File: config.mk
export PLATFORM = sky130hd
export DESIGN_NAME = ctec_top
export DESIGN_NICKNAME = d
export VERILOG_FILES = /design/src/inc/ctec_pkg.sv /design/src/inc/ctec_sync_if.sv /design/src/rtl/ctec_top.sv /design/src/rtl/ctec_edge_sync.sv
export SDC_FILE = /design/constraint.sdc
export NUM_CORES = 1
export LEC_CHECK = 0
export BUFFER_PORTS_ARGS = -buffer_cell sky130_fd_sc_hd__buf_2
export CAP_MARGIN = 20
export CORE_AREA = 2 2 87 89
export CTS_CLUSTER_DIAMETER = 120
export DETAILED_ROUTE_END_ITERATION = 10
export DIE_AREA = 0 0 89 91
export GPL_TIMING_DRIVEN = 0
export PLACE_DENSITY_LB_ADDON = 0.3
export SLEW_MARGIN = 25
export SYNTH_ARGS = -nofsm -noshare
export SYNTH_HDL_FRONTEND = slang
export SYNTH_SLANG_ARGS = --single-unit
File: constraint.sdc
create_clock -name CLK -period 3.65 [get_ports CLK]
set_clock_uncertainty 0.1 [all_clocks]
set_input_delay 0.73 -clock CLK [delete_from_list [all_inputs] [get_ports CLK]]
set_output_delay 0.73 -clock CLK [all_outputs]
set_load 0.05 [all_outputs]
File: src/inc/ctec_pkg.sv
// Package for the charge-time edge control block: register map, field positions, timing.
// Assumes a 16-bit register port with one-cycle read latency.
package ctec_pkg;
  localparam logic [3:0] CTRL_ONE_ADDR = 4'h0;
  localparam logic [3:0] EDGE_STAT_ADDR = 4'h1;
  localparam int UNIT_EN_BIT = 15;
  localparam int IDLE_STOP_BIT = 13;
  localparam int DELAY_GEN_BIT = 12;
  localparam int HW_EDGE_BIT = 11;
  localparam int EDGE_ORDER_BIT = 10;
  localparam int DISCHARGE_BIT = 9;
  localparam int CONV_TRIG_BIT = 8;
  localparam int EDGE1_STAT_BIT = 0;
  localparam int EDGE2_STAT_BIT = 1;
  localparam logic [15:0] CTRL_ONE_MASK = 16'hbf00;
  localparam logic [15:0] CTRL_ONE_RESET = 16'h0000;
  localparam logic [1:0] EDGE_STAT_RESET = 2'h0;
  localparam int DELAY_NS = 100;
  localparam int CLK_NS = 10;
  localparam int DELAY_CYCLES = (DELAY_NS + CLK_NS - 1) / CLK_NS;
endpackage

File: src/inc/ctec_sync_if.sv
// Interface carrying the synchronised edge sources from the input stage to the top.
// Assumes one clock domain.
`timescale 1ns/100ps
interface ctec_sync_if;
  logic edge1_rise;
  logic edge2_rise;
  modport src (output edge1_rise, output edge2_rise);
  modport dst (input edge1_rise, input edge2_rise);
endinterface

File: src/rtl/ctec_top.sv
// Charge-time edge control: control register, edge status flags, delay, trigger, discharge.
// Assumes a 16-bit register port, timer pulses on CLK, asynchronous edge pins.
// Function
// Delay-generation bit set produces edge delays; clear disables them.
// Hardware edge select set lets timers and edge pins set edge flags.
// Hardware edge select clear: only software writes set the edge flags.
// Edge order enabled: edge 2 accepted only after edge 1 occurred. The code also accepts edge 2 in the same cycle as edge 1.
// Discharge bit set grounds the current source output; clear leaves it.
// Conversion trigger bit set issues start-of-conversion to the ADC.
// Software discharges the sample capacitor before measuring.
// ADC stays sampling while discharge is active.
// Enable clear or idle with idle-stop halts all activity.
`timescale 1ns/100ps
module ctec_top #(
  parameter int DELAY_COUNT = ctec_pkg::DELAY_CYCLES
) (
  input wire logic CLK,
  input wire logic ARST_N,
  input wire logic [3:0] ADDR,
  input wire logic [15:0] WDATA,
  input wire logic WR,
  input wire logic RD,
  output logic [15:0] RDATA,
  input wire logic CPU_IDLE,
  input wire logic TIMER_EDGE1,
  input wire logic TIMER_EDGE2,
  input wire logic [1:0] EDGE_PIN,
  output logic SOURCE_ON,
  output logic DELAY_DONE,
  output logic ADC_SOC,
  output logic SOURCE_GROUND
);
  typedef enum logic [1:0] {IDLE, WAIT1, WAIT2, DELAY} ctec_state_type;
  ctec_sync_if sync_bus ();
  logic [15:0] ctrl_reg, ctrl_next, rdata_reg, rdata_next;
  logic [1:0] stat_reg, stat_next;
  logic [15:0] cnt_reg, cnt_next;
  ctec_state_type st_reg, st_next;
  logic src_reg, src_next, done_reg, done_next, soc_reg, soc_next, gnd_reg, gnd_next;
  logic active, hw, set1, set2, wr_ctrl, wr_stat;

  ctec_edge_sync u_sync (
    .clk(CLK),
    .arst_n(ARST_N),
    .raw_in(EDGE_PIN),
    .sync(sync_bus.src)
  );

  always_comb begin
    // enable and idle-stop
    active = ctrl_reg[ctec_pkg::UNIT_EN_BIT] &
             ~(ctrl_reg[ctec_pkg::IDLE_STOP_BIT] & CPU_IDLE);
    hw = ctrl_reg[ctec_pkg::HW_EDGE_BIT];
    wr_ctrl = WR && (ADDR == ctec_pkg::CTRL_ONE_ADDR);
    wr_stat = WR && (ADDR == ctec_pkg::EDGE_STAT_ADDR);
    ctrl_next = ctrl_reg;
    if (wr_ctrl) begin
      ctrl_next = WDATA & ctec_pkg::CTRL_ONE_MASK;
    end
    // hardware sources; R3 software writes only when clear
    set1 = active & (hw ? (TIMER_EDGE1 | sync_bus.edge1_rise)
                        : (wr_stat & WDATA[ctec_pkg::EDGE1_STAT_BIT]));
    set2 = active & (hw ? (TIMER_EDGE2 | sync_bus.edge2_rise)
                        : (wr_stat & WDATA[ctec_pkg::EDGE2_STAT_BIT]));
    // edge order gating
    if (ctrl_reg[ctec_pkg::EDGE_ORDER_BIT] && !(stat_reg[0] || set1)) begin
      set2 = 1'b0;
    end
    stat_next = stat_reg;
    if (wr_stat) begin
      stat_next = WDATA[1:0] & stat_reg;
    end
    // Set wins over a clearing write in the same cycle
    if (set1) begin
      stat_next[0] = 1'b1;
    end
    if (set2) begin
      stat_next[1] = 1'b1;
    end
    rdata_next = 16'h0000;
    if (RD && ADDR == ctec_pkg::CTRL_ONE_ADDR) begin
      rdata_next = ctrl_reg;
    end else if (RD && ADDR == ctec_pkg::EDGE_STAT_ADDR) begin
      rdata_next = {14'h0000, stat_reg};
    end
  end

  always_comb begin
    st_next = st_reg;
    cnt_next = cnt_reg;
    src_next = 1'b0;
    done_next = 1'b0;
    soc_next = 1'b0;
    // discharge grounding
    gnd_next = active & ctrl_reg[ctec_pkg::DISCHARGE_BIT];
    if (!active) begin
      st_next = IDLE;
    end else begin
      unique case (st_reg)
        IDLE: begin
          if (stat_next[0] && !stat_next[1]) begin
            st_next = WAIT2;
          end else begin
            st_next = WAIT1;
          end
        end
        WAIT1: begin
          if (stat_next[0] && !stat_next[1]) begin
            st_next = WAIT2;
          end
        end
        WAIT2: begin
          src_next = 1'b1;
          if (stat_next[1]) begin
            // delay generation
            if (ctrl_reg[ctec_pkg::DELAY_GEN_BIT]) begin
              st_next = DELAY;
              cnt_next = 16'(DELAY_COUNT - 1);
            end else begin
              st_next = WAIT1;
              done_next = 1'b1;
              // conversion trigger
              soc_next = ctrl_reg[ctec_pkg::CONV_TRIG_BIT];
            end
          end else if (!stat_next[0]) begin
            st_next = WAIT1;
          end
        end
        DELAY: begin
          if (cnt_reg == 16'h0000) begin
            st_next = WAIT1;
            done_next = 1'b1;
            // conversion trigger
            soc_next = ctrl_reg[ctec_pkg::CONV_TRIG_BIT];
          end else begin
            cnt_next = cnt_reg - 16'h0001;
          end
        end
      endcase
    end
  end

  always_ff @(posedge CLK or negedge ARST_N) begin
    if (!ARST_N) begin
      ctrl_reg <= ctec_pkg::CTRL_ONE_RESET;
      stat_reg <= ctec_pkg::EDGE_STAT_RESET;
      rdata_reg <= 16'h0000;
      cnt_reg <= 16'h0000;
      st_reg <= IDLE;
      src_reg <= 1'b0;
      done_reg <= 1'b0;
      soc_reg <= 1'b0;
      gnd_reg <= 1'b0;
    end else begin
      ctrl_reg <= ctrl_next;
      stat_reg <= stat_next;
      rdata_reg <= rdata_next;
      cnt_reg <= cnt_next;
      st_reg <= st_next;
      src_reg <= src_next;
      done_reg <= done_next;
      soc_reg <= soc_next;
      gnd_reg <= gnd_next;
    end
  end

  assign RDATA = rdata_reg;
  assign SOURCE_ON = src_reg;
  assign DELAY_DONE = done_reg;
  assign ADC_SOC = soc_reg;
  assign SOURCE_GROUND = gnd_reg;

  // ordering check
  a_edge_order_gate: assert property (@(posedge CLK) disable iff (!ARST_N)
    (ctrl_reg[ctec_pkg::EDGE_ORDER_BIT] && !stat_reg[0] && !stat_reg[1]) |=>
      (stat_reg[0] || !stat_reg[1]))
    else $error("edge 2 accepted before edge 1");
  // software only
  a_sw_edge_only: assert property (@(posedge CLK) disable iff (!ARST_N)
    (!hw && !wr_stat) |=> (stat_reg & ~$past(stat_reg)) == 2'h0)
    else $error("edge flag set without software write");
  // hardware source
  a_hw_edge_set: assert property (@(posedge CLK) disable iff (!ARST_N)
    (active && hw && TIMER_EDGE1) |=> stat_reg[0])
    else $error("timer edge 1 not recorded");
  // ground follows bit
  a_ground_follow: assert property (@(posedge CLK) disable iff (!ARST_N)
    SOURCE_GROUND == $past(active & ctrl_reg[ctec_pkg::DISCHARGE_BIT]))
    else $error("ground output wrong");
  // trigger gated
  a_soc_gated: assert property (@(posedge CLK) disable iff (!ARST_N)
    ADC_SOC |-> DELAY_DONE && $past(ctrl_reg[ctec_pkg::CONV_TRIG_BIT]))
    else $error("conversion trigger without enable");
  // delay length
  a_delay_length: assert property (@(posedge CLK) disable iff (!ARST_N)
    (st_reg == WAIT2 && st_next == DELAY) |=>
      (cnt_reg == 16'(DELAY_COUNT - 1) && !DELAY_DONE))
    else $error("delay started with wrong count");
  // delay countdown
  a_delay_count: assert property (@(posedge CLK) disable iff (!ARST_N)
    (st_reg == DELAY && active && cnt_reg != 16'h0000) |=>
      (st_reg == DELAY && cnt_reg == $past(cnt_reg) - 16'h0001 && !DELAY_DONE))
    else $error("delay ended early");
  // halted when disabled
  a_disabled_quiet: assert property (@(posedge CLK) disable iff (!ARST_N)
    !active |=> !SOURCE_ON && !ADC_SOC && !SOURCE_GROUND && !DELAY_DONE)
    else $error("activity while disabled");
  // idle stop
  a_idle_halt: assert property (@(posedge CLK) disable iff (!ARST_N)
    (ctrl_reg[ctec_pkg::IDLE_STOP_BIT] && CPU_IDLE) |=> st_reg == IDLE)
    else $error("running during idle stop");
  c_hw_measure: cover property (@(posedge CLK) disable iff (!ARST_N) hw && DELAY_DONE);
  c_sw_measure: cover property (@(posedge CLK) disable iff (!ARST_N) !hw && DELAY_DONE);
  c_soc: cover property (@(posedge CLK) disable iff (!ARST_N) ADC_SOC);
  c_ground: cover property (@(posedge CLK) disable iff (!ARST_N) SOURCE_GROUND);
endmodule // ctec_top

File: src/rtl/ctec_edge_sync.sv
// Three-stage synchroniser and rising-edge detector for two external edge sources.
// Assumes asynchronous inputs and a single clock.
`timescale 1ns/100ps
module ctec_edge_sync (
  input wire logic clk,
  input wire logic arst_n,
  input wire logic [1:0] raw_in,
  ctec_sync_if.src sync
);
  logic [1:0] s1_reg, s2_reg, s3_reg, prev_reg;
  logic [1:0] s1_next, s2_next, s3_next, prev_next;
  logic [1:0] level;
  // Only stages two and three are compared; stage one feeds stage two alone
  always_comb begin
    s1_next = raw_in;
    s2_next = s1_reg;
    s3_next = s2_reg;
    level = prev_reg;
    for (int i = 0; i < 2; i++) begin
      if (s2_reg[i] == s3_reg[i]) begin
        level[i] = s3_reg[i];
      end
    end
    prev_next = level;
  end
  always_ff @(posedge clk or negedge arst_n) begin
    if (!arst_n) begin
      s1_reg <= 2'h0;
      s2_reg <= 2'h0;
      s3_reg <= 2'h0;
      prev_reg <= 2'h0;
    end else begin
      s1_reg <= s1_next;
      s2_reg <= s2_next;
      s3_reg <= s3_next;
      prev_reg <= prev_next;
    end
  end
  assign sync.edge1_rise = level[0] & ~prev_reg[0];
  assign sync.edge2_rise = level[1] & ~prev_reg[1];
endmodule // ctec_edge_sync

; ---- After elaboration in Yosys (flattened, before gate mapping)
; Cells that the tools add are included.
[classes]
add_sub_neg = 1
n_eq_ne = 12
n_mux = 34
bitwise = 15
n_reduce_logical = 15
[ops]
columns = cell, n
row1 = two-way mux 16 bit, 4
row2 = case mux 16 bit (2 select lines), 1
row3 = two-way mux 2 bit, 9
row4 = two-way mux 1 bit, 17
row5 = zero test 16 bit, 1
row6 = "subtractor 16 x 1 -> 16 bit, second input constant", 1
row7 = AND 1 bit, 9
row8 = case mux 2 bit (4 select lines), 1
row9 = logical AND 1 bit, 6
row10 = "inequality test 2 bit, second input constant", 3
row11 = "inequality test 3 bit, second input constant", 2
row12 = AND reduction 5 bit, 1
row13 = "== test 2 bit, second input constant", 2
row14 = "== test 4 x 1 -> 1 bit, second input constant", 1
row15 = zero test 4 bit, 1
row16 = "inequality test 4 bit, second input constant", 1
row17 = case mux 1 bit (2 select lines), 2
row18 = NOT 1 bit, 3
row19 = AND reduction 3 bit, 1
row20 = AND 2 bit, 1
row21 = == test 1 bit, 2
row22 = "== test 2 x 1 -> 1 bit, second input constant", 1
row23 = zero test 1 bit, 2
row24 = zero test 2 bit, 1
row25 = other kinds (3), 4
[word_totals]
register_bits = 55
input_bits = 29
out_inout_bits = 20
wordCells = 90

; ---- Logic depth before layout (Yosys ltp)
[depth]
depth_word = 16
ltp_mapped = 8
ltp_nobuf = 8

; ---- Hierarchy
; From an unflattened synthesis, not the netlist that was laid out.
[unflattened]
hier_cells = 204
hier_area_um2 = 2301.0
[modules_own_cells]
columns = mod, n_inst, cells_each, area_each_um2, seq_area_each_um2
row1 = ctec_top, 1, 192, 2058.2, 1001.0
row2 = ctec_edge_sync, 1, 12, 242.7, 200.2

; ---- Worst setup path before layout
; No wires, ideal clock.
[synth_path]
path_kind = input-to-reg
from = in ADDR[1]
to = reg cnt_reg[1]
setup_time_ps = 125
arrival_time_ps = 2231
required_time_ps = 3425
slack_ps = 1195
stages = 6
path_buffers = 0
path_cell_list = nor3_1 > nand3_1 > o21a_1 > a31o_2 > a31oi_1 > mux2_2
[synth_via]
elab_chain_cells = 12
elab_cells_between_ends = 16
classes_between = eq/ne (2) / mux (5) / bitwise (4) / reduce/logical (5)
[synth_lines]
columns = item, line
row1 = from (decl), ctec_top.sv:19  ; input wire logic [3:0] ADDR,
row2 = == test 4 x 1 -> 1 bit (*), ctec_top.sv:55  ; wr_stat = WR && (ADDR == ctec_pkg::EDGE_STAT_ADDR);
row3 = logical AND 1 bit (*), ctec_top.sv:55
row4 = AND 1 bit, ctec_top.sv:62  ; : (wr_stat & WDATA[ctec_pkg::EDGE1_STAT_BIT]));
row5 = two-way mux 1 bit, ctec_top.sv:61  ; set1 = active & (hw ? (TIMER_EDGE1 | sync_bus.edge1_rise)
row6 = AND 1 bit, ctec_top.sv:61
row7 = logical OR 1 bit, ctec_top.sv:66  ; if (ctrl_reg[ctec_pkg::EDGE_ORDER_BIT] && !(stat_reg[0] || set1)) begin
row8 = zero test 1 bit, ctec_top.sv:66
row9 = logical AND 1 bit, ctec_top.sv:66
row10 = two-way mux 1 bit, ctec_top.sv:66
row11 = two-way mux 1 bit (*), ctec_top.sv:77  ; if (set2) begin
row12 = named net stat_next[1], ctec_top.sv:36  ; logic [1:0] stat_reg, stat_next;
row13 = inequality test 2 bit (no source line) (*), n/a
row14 = AND reduction 5 bit (no source line) (*), n/a
row15 = to (signal assigned), ctec_top.sv:158  ; cnt_reg <= cnt_next;
row16 = to (decl), ctec_top.sv:37  ; logic [15:0] cnt_reg, cnt_next;
; Mark *: on every way through the listed nets, which the timed path passes. The rest lies on a longest branch.
; A chain may end at the register's enable or synchronous reset.

; ---- Worst setup path after layout
[layout_path]
from = reg cnt_reg[0]
to = reg cnt_reg[14]
[layout_via]
elab_chain_cells = 3
elab_cells_between_ends = 6
classes_between = add/sub (1) / eq/ne (1) / mux (2) / reduce/logical (2)
[layout_lines]
columns = item, line
row1 = subtractor 16 x 1 -> 16 bit / zero test 16 bit (equally long branches), "ctec_top.sv:136, ctec_top.sv:130"
row2 = two-way mux 16 bit / inequality test 2 bit (equally long branches), n/a
row3 = case mux 16 bit (2 select lines) / AND reduction 5 bit (equally long branches), n/a
; Parallel ways exist; a longest one is shown, timed or not. The select of a mux whose other input is x is not followed.

==> out/metrics.csv <==
stage;metric;value;unit
place;Inst Count DP;315;
timing;Rel. slew slack;53.6;%
synth;Synth Register Bits;48;
routing;vias per cell;4.37;
synth;post-synthesis xor/xnor area fraction;4.20;%
clock_network;Post-CTS Setup Bufs;0;
timing;final number of hold-violating endpoints;0;
final_layout;max reg flops;16;
synth;number of synthesis warnings;0;
synth;simple-gate area share of the yosys netlist;19.4;%
synth;synth top area cells;dfrtp_1, mux2_2, nor2_1, xnor2_1, buf_4;
timing;Tmin final;2.74;ns
critical_path;WP data arrival;2.83;ns
die;row cnt;31;
pwr;Leak Pwr;1.21;nW
critical_path;CP most frequent cell;or3_1;
clock_network;hold_buf cts;0;
timing;fin. max-slew vios;0;
die;Ports;49;
routing;Total Wirelength;3750;µm
routing;via count;1410;
min_path;Hold Path Class;flip-flop to flip-flop;
synth;adder-cell share of the synthesized area;1.56;%
synth;share of synthesized flip-flops with an asynchronous set or reset;100;%
routing;DRC violations left;0;
synth;commonest cells in the netlist;dfrtp_1, nor2_1, and2_1, mux2_2, o21ai_0;
synth;largest family of logic cells by synthesized area;simple AND/OR/NAND/NOR gates;
global_routing;total gr overflow;0;
routing;Avg WL per Cell;11.6;µm
final_layout;Final Net Count;253;
timing;worst slew pin tran;0.695;ns
timing;post-route clock period utilization;75.1;%
die;Core Area;0.00714;mm²
place;Port Buffer Count;34;
clock_network;H-tree depth;2;
clock_network;Worst-path clk slew;0.09;ns
clock_network;CTS resizes;0;
global_routing;largest net degree at the start of global routing;49;
critical_path;CP Launch Type;flip-flop;
min_path;hold path depth;0;
synth;top_reg_cell synth;dfrtp_1;
final_layout;non-filler instance count after layout;323;
global_routing;global-route usage over all layers;10.3;%
final_layout;Area Growth Syn to Fin;20.8;%
die;Die ar.;0.00810;mm²
synth;register area share after synthesis;57.7;%
synth;EDFF count, synth;0;
pwr;PwrDens;515;mW/mm²
synth;leading area contributor after synthesis;dfrtp_1;
die;Die Wd;89;µm
clock_network;CTS tree;built;
place;RePlAce Congestion;0.765;
final_layout;fraction of layout cells with a size suffix above 1;30.4;%
synth;post-synthesis compound-gate area fraction;8.23;%
die;Vert. Die Dim;91;µm
final_layout;Filler Cell Count;763;
pwr;worst vdd ir;0.000179;V
critical_path;R2R cell count;8;
clock_network;clock buffer count from CTS;5;
timing;setup TNS;0;ns
routing;Final ANT Viol Nets;0;
synth;Syn Std Cell Area;0.00208;mm²
critical_path;worst endpoint required time;3.74;ns
clock_network;CTS Buffer Depth;2;
critical_path;CP endpoint kind;flip-flop;
critical_path;Worst Setup Path Type;flip-flop to flip-flop;
critical_path;Critical Path Fanout Max;6;
synth;area share of the largest cell type after synthesis;57.7;%
routing;DRT iter0 DRCs;69;
timing;# setup viols final;0;
critical_path;crit path cell chain;inv_1, ha_1, nor3b_1, nand4_1, or3_1, or3_1, xor2_1, nor2_2;
timing;RSZ-0062 raised after global routing;false;
synth;multiplexer share of the synthesized area;5.29;%
critical_path;Critical Path Max Stage Delay;0.59;ns
timing;fmax;0.365;GHz
synth;top-count cell post-synth;dfrtp_1;
final_layout;Ant. Diodes;0;
die;starting density of the core;29.2;%
synth;syn avg cell area;11.8;µm²
synth;Synth Instances;176;
global_routing;initial antenna violation count;0;
routing;drt pass-1 iters;4;
critical_path;Slowest-stage cell, CP;nor3b_1;
global_routing;first-pass GRT wire length;6490;µm
run;Max-cap violations;0;
clock_network;CTS root buffer;clkbuf_8;
synth;Synth cell types;47;
clock_network;Sink Count;48;
clock_network;Clk Latency, worst-skew pair;0.30;ns
global_routing;vias in the first global route;1395;
run_status;status;complete, no violations;
place;dpl hpwl;2730;µm
[stage by stage]
step	cell area [µm²]	util (%)	total power, mW	worst slack, ns	hold slack (ns)
3_3_place_gp	2400	33.6	0.913	0.657	0.234
5_1_grt	2520	35.3	1.38	0.658	0.279
2_1_floorplan	2110	-	0.842	1.19	0.231
4_1_cts	2520	35.3	1.31	0.882	0.258
3_5_place_dp	2400	33.7	0.918	0.655	0.236
6_report	2520	35.3	1.30	0.910	0.254
[layout make-up]
type	count	area [µm²]	share of cell area (%)
flip-flops and latches	48	1200	47.7
multi-input cells	122	832	33.1
repair buffers	34	173	6.86
well taps	99	124	4.92
clock buffers	5	68.8	2.73
plain buffers	9	61.3	2.44
clock inverters	3	46.3	1.84
inverters	3	11.3	0.447
[critical path: cells and delay by family (launching register included)]
kind                       cells  cell delay (ns)
and+or+nand+nor                5             1.68
DFF                            1             0.41
xor gates and xnor gates       1             0.18
adders and majority gates      1             0.17
buffers and inverters          1             0.10
[cells in the final DEF (no fill, tap or decap), types with 3 or more instances in the layout]
master	Yosys	final
nor3_1	3	3
xnor2_1	7	7
a21oi_1	3	3
o21ai_0	8	8
mux2_2	8	8
and2_1	8	8
buf_4	7	8
nand2_1	5	5
dfrtp_1	48	48
xor2_1	3	3
inv_1	3	3
or3_1	3	3
nor2_1	18	18
conb_1	1	7
buf_2	1	34
nor3b_1	5	5
nor4_1	5	5
clkbuf_8	0	5
[path summary, 6_finish.rpt]
path | slack, ns | endpoint | startpoint
setup / recovery | 0.91 | cnt_reg[14] | cnt_reg[0]
hold / removal | 0.25 | u_sync.s2_reg[1] | u_sync.s1_reg[1]
setup reg to reg | 0.91 | cnt_reg[14] | cnt_reg[0]
hold reg to reg | 0.25 | u_sync.s2_reg[1] | u_sync.s1_reg[1]
max in group asynchronous | 2.71 | cnt_reg[6] | ARST_N
min in group asynchronous | 0.32 | RDATA[13] | ARST_N
[cells by family after synthesis]
group / count (synthesis)
mux: 10
xor+xnor: 10
flops: 48
simple gates: 67
other cells: 1
compound gates: 25
fa+ha+maj: 3
buf+inv: 12
[report_power, final]
part	total (mW)	internal, mW	switching, mW	leakage (nW)
logic	0.261	0.109	0.153	0.531
registers	0.642	0.593	0.0493	0.625
clock network	0.392	0.206	0.186	0.0548
total	1.30	0.908	0.387	1.21
[routing by layer]
metal | up-vias | global-route usage, % | share of wire [%]
li1 | 704 | - | -
met1 | 668 | 14.2 | 47
met2 | 34 | 14.9 | 45
met3 | 4 | 2.91 | 6.0
met4 | 0 | 4.48 | 1.5
met5 | - | 0 | 0
Power figures use the tool's default switching activity.
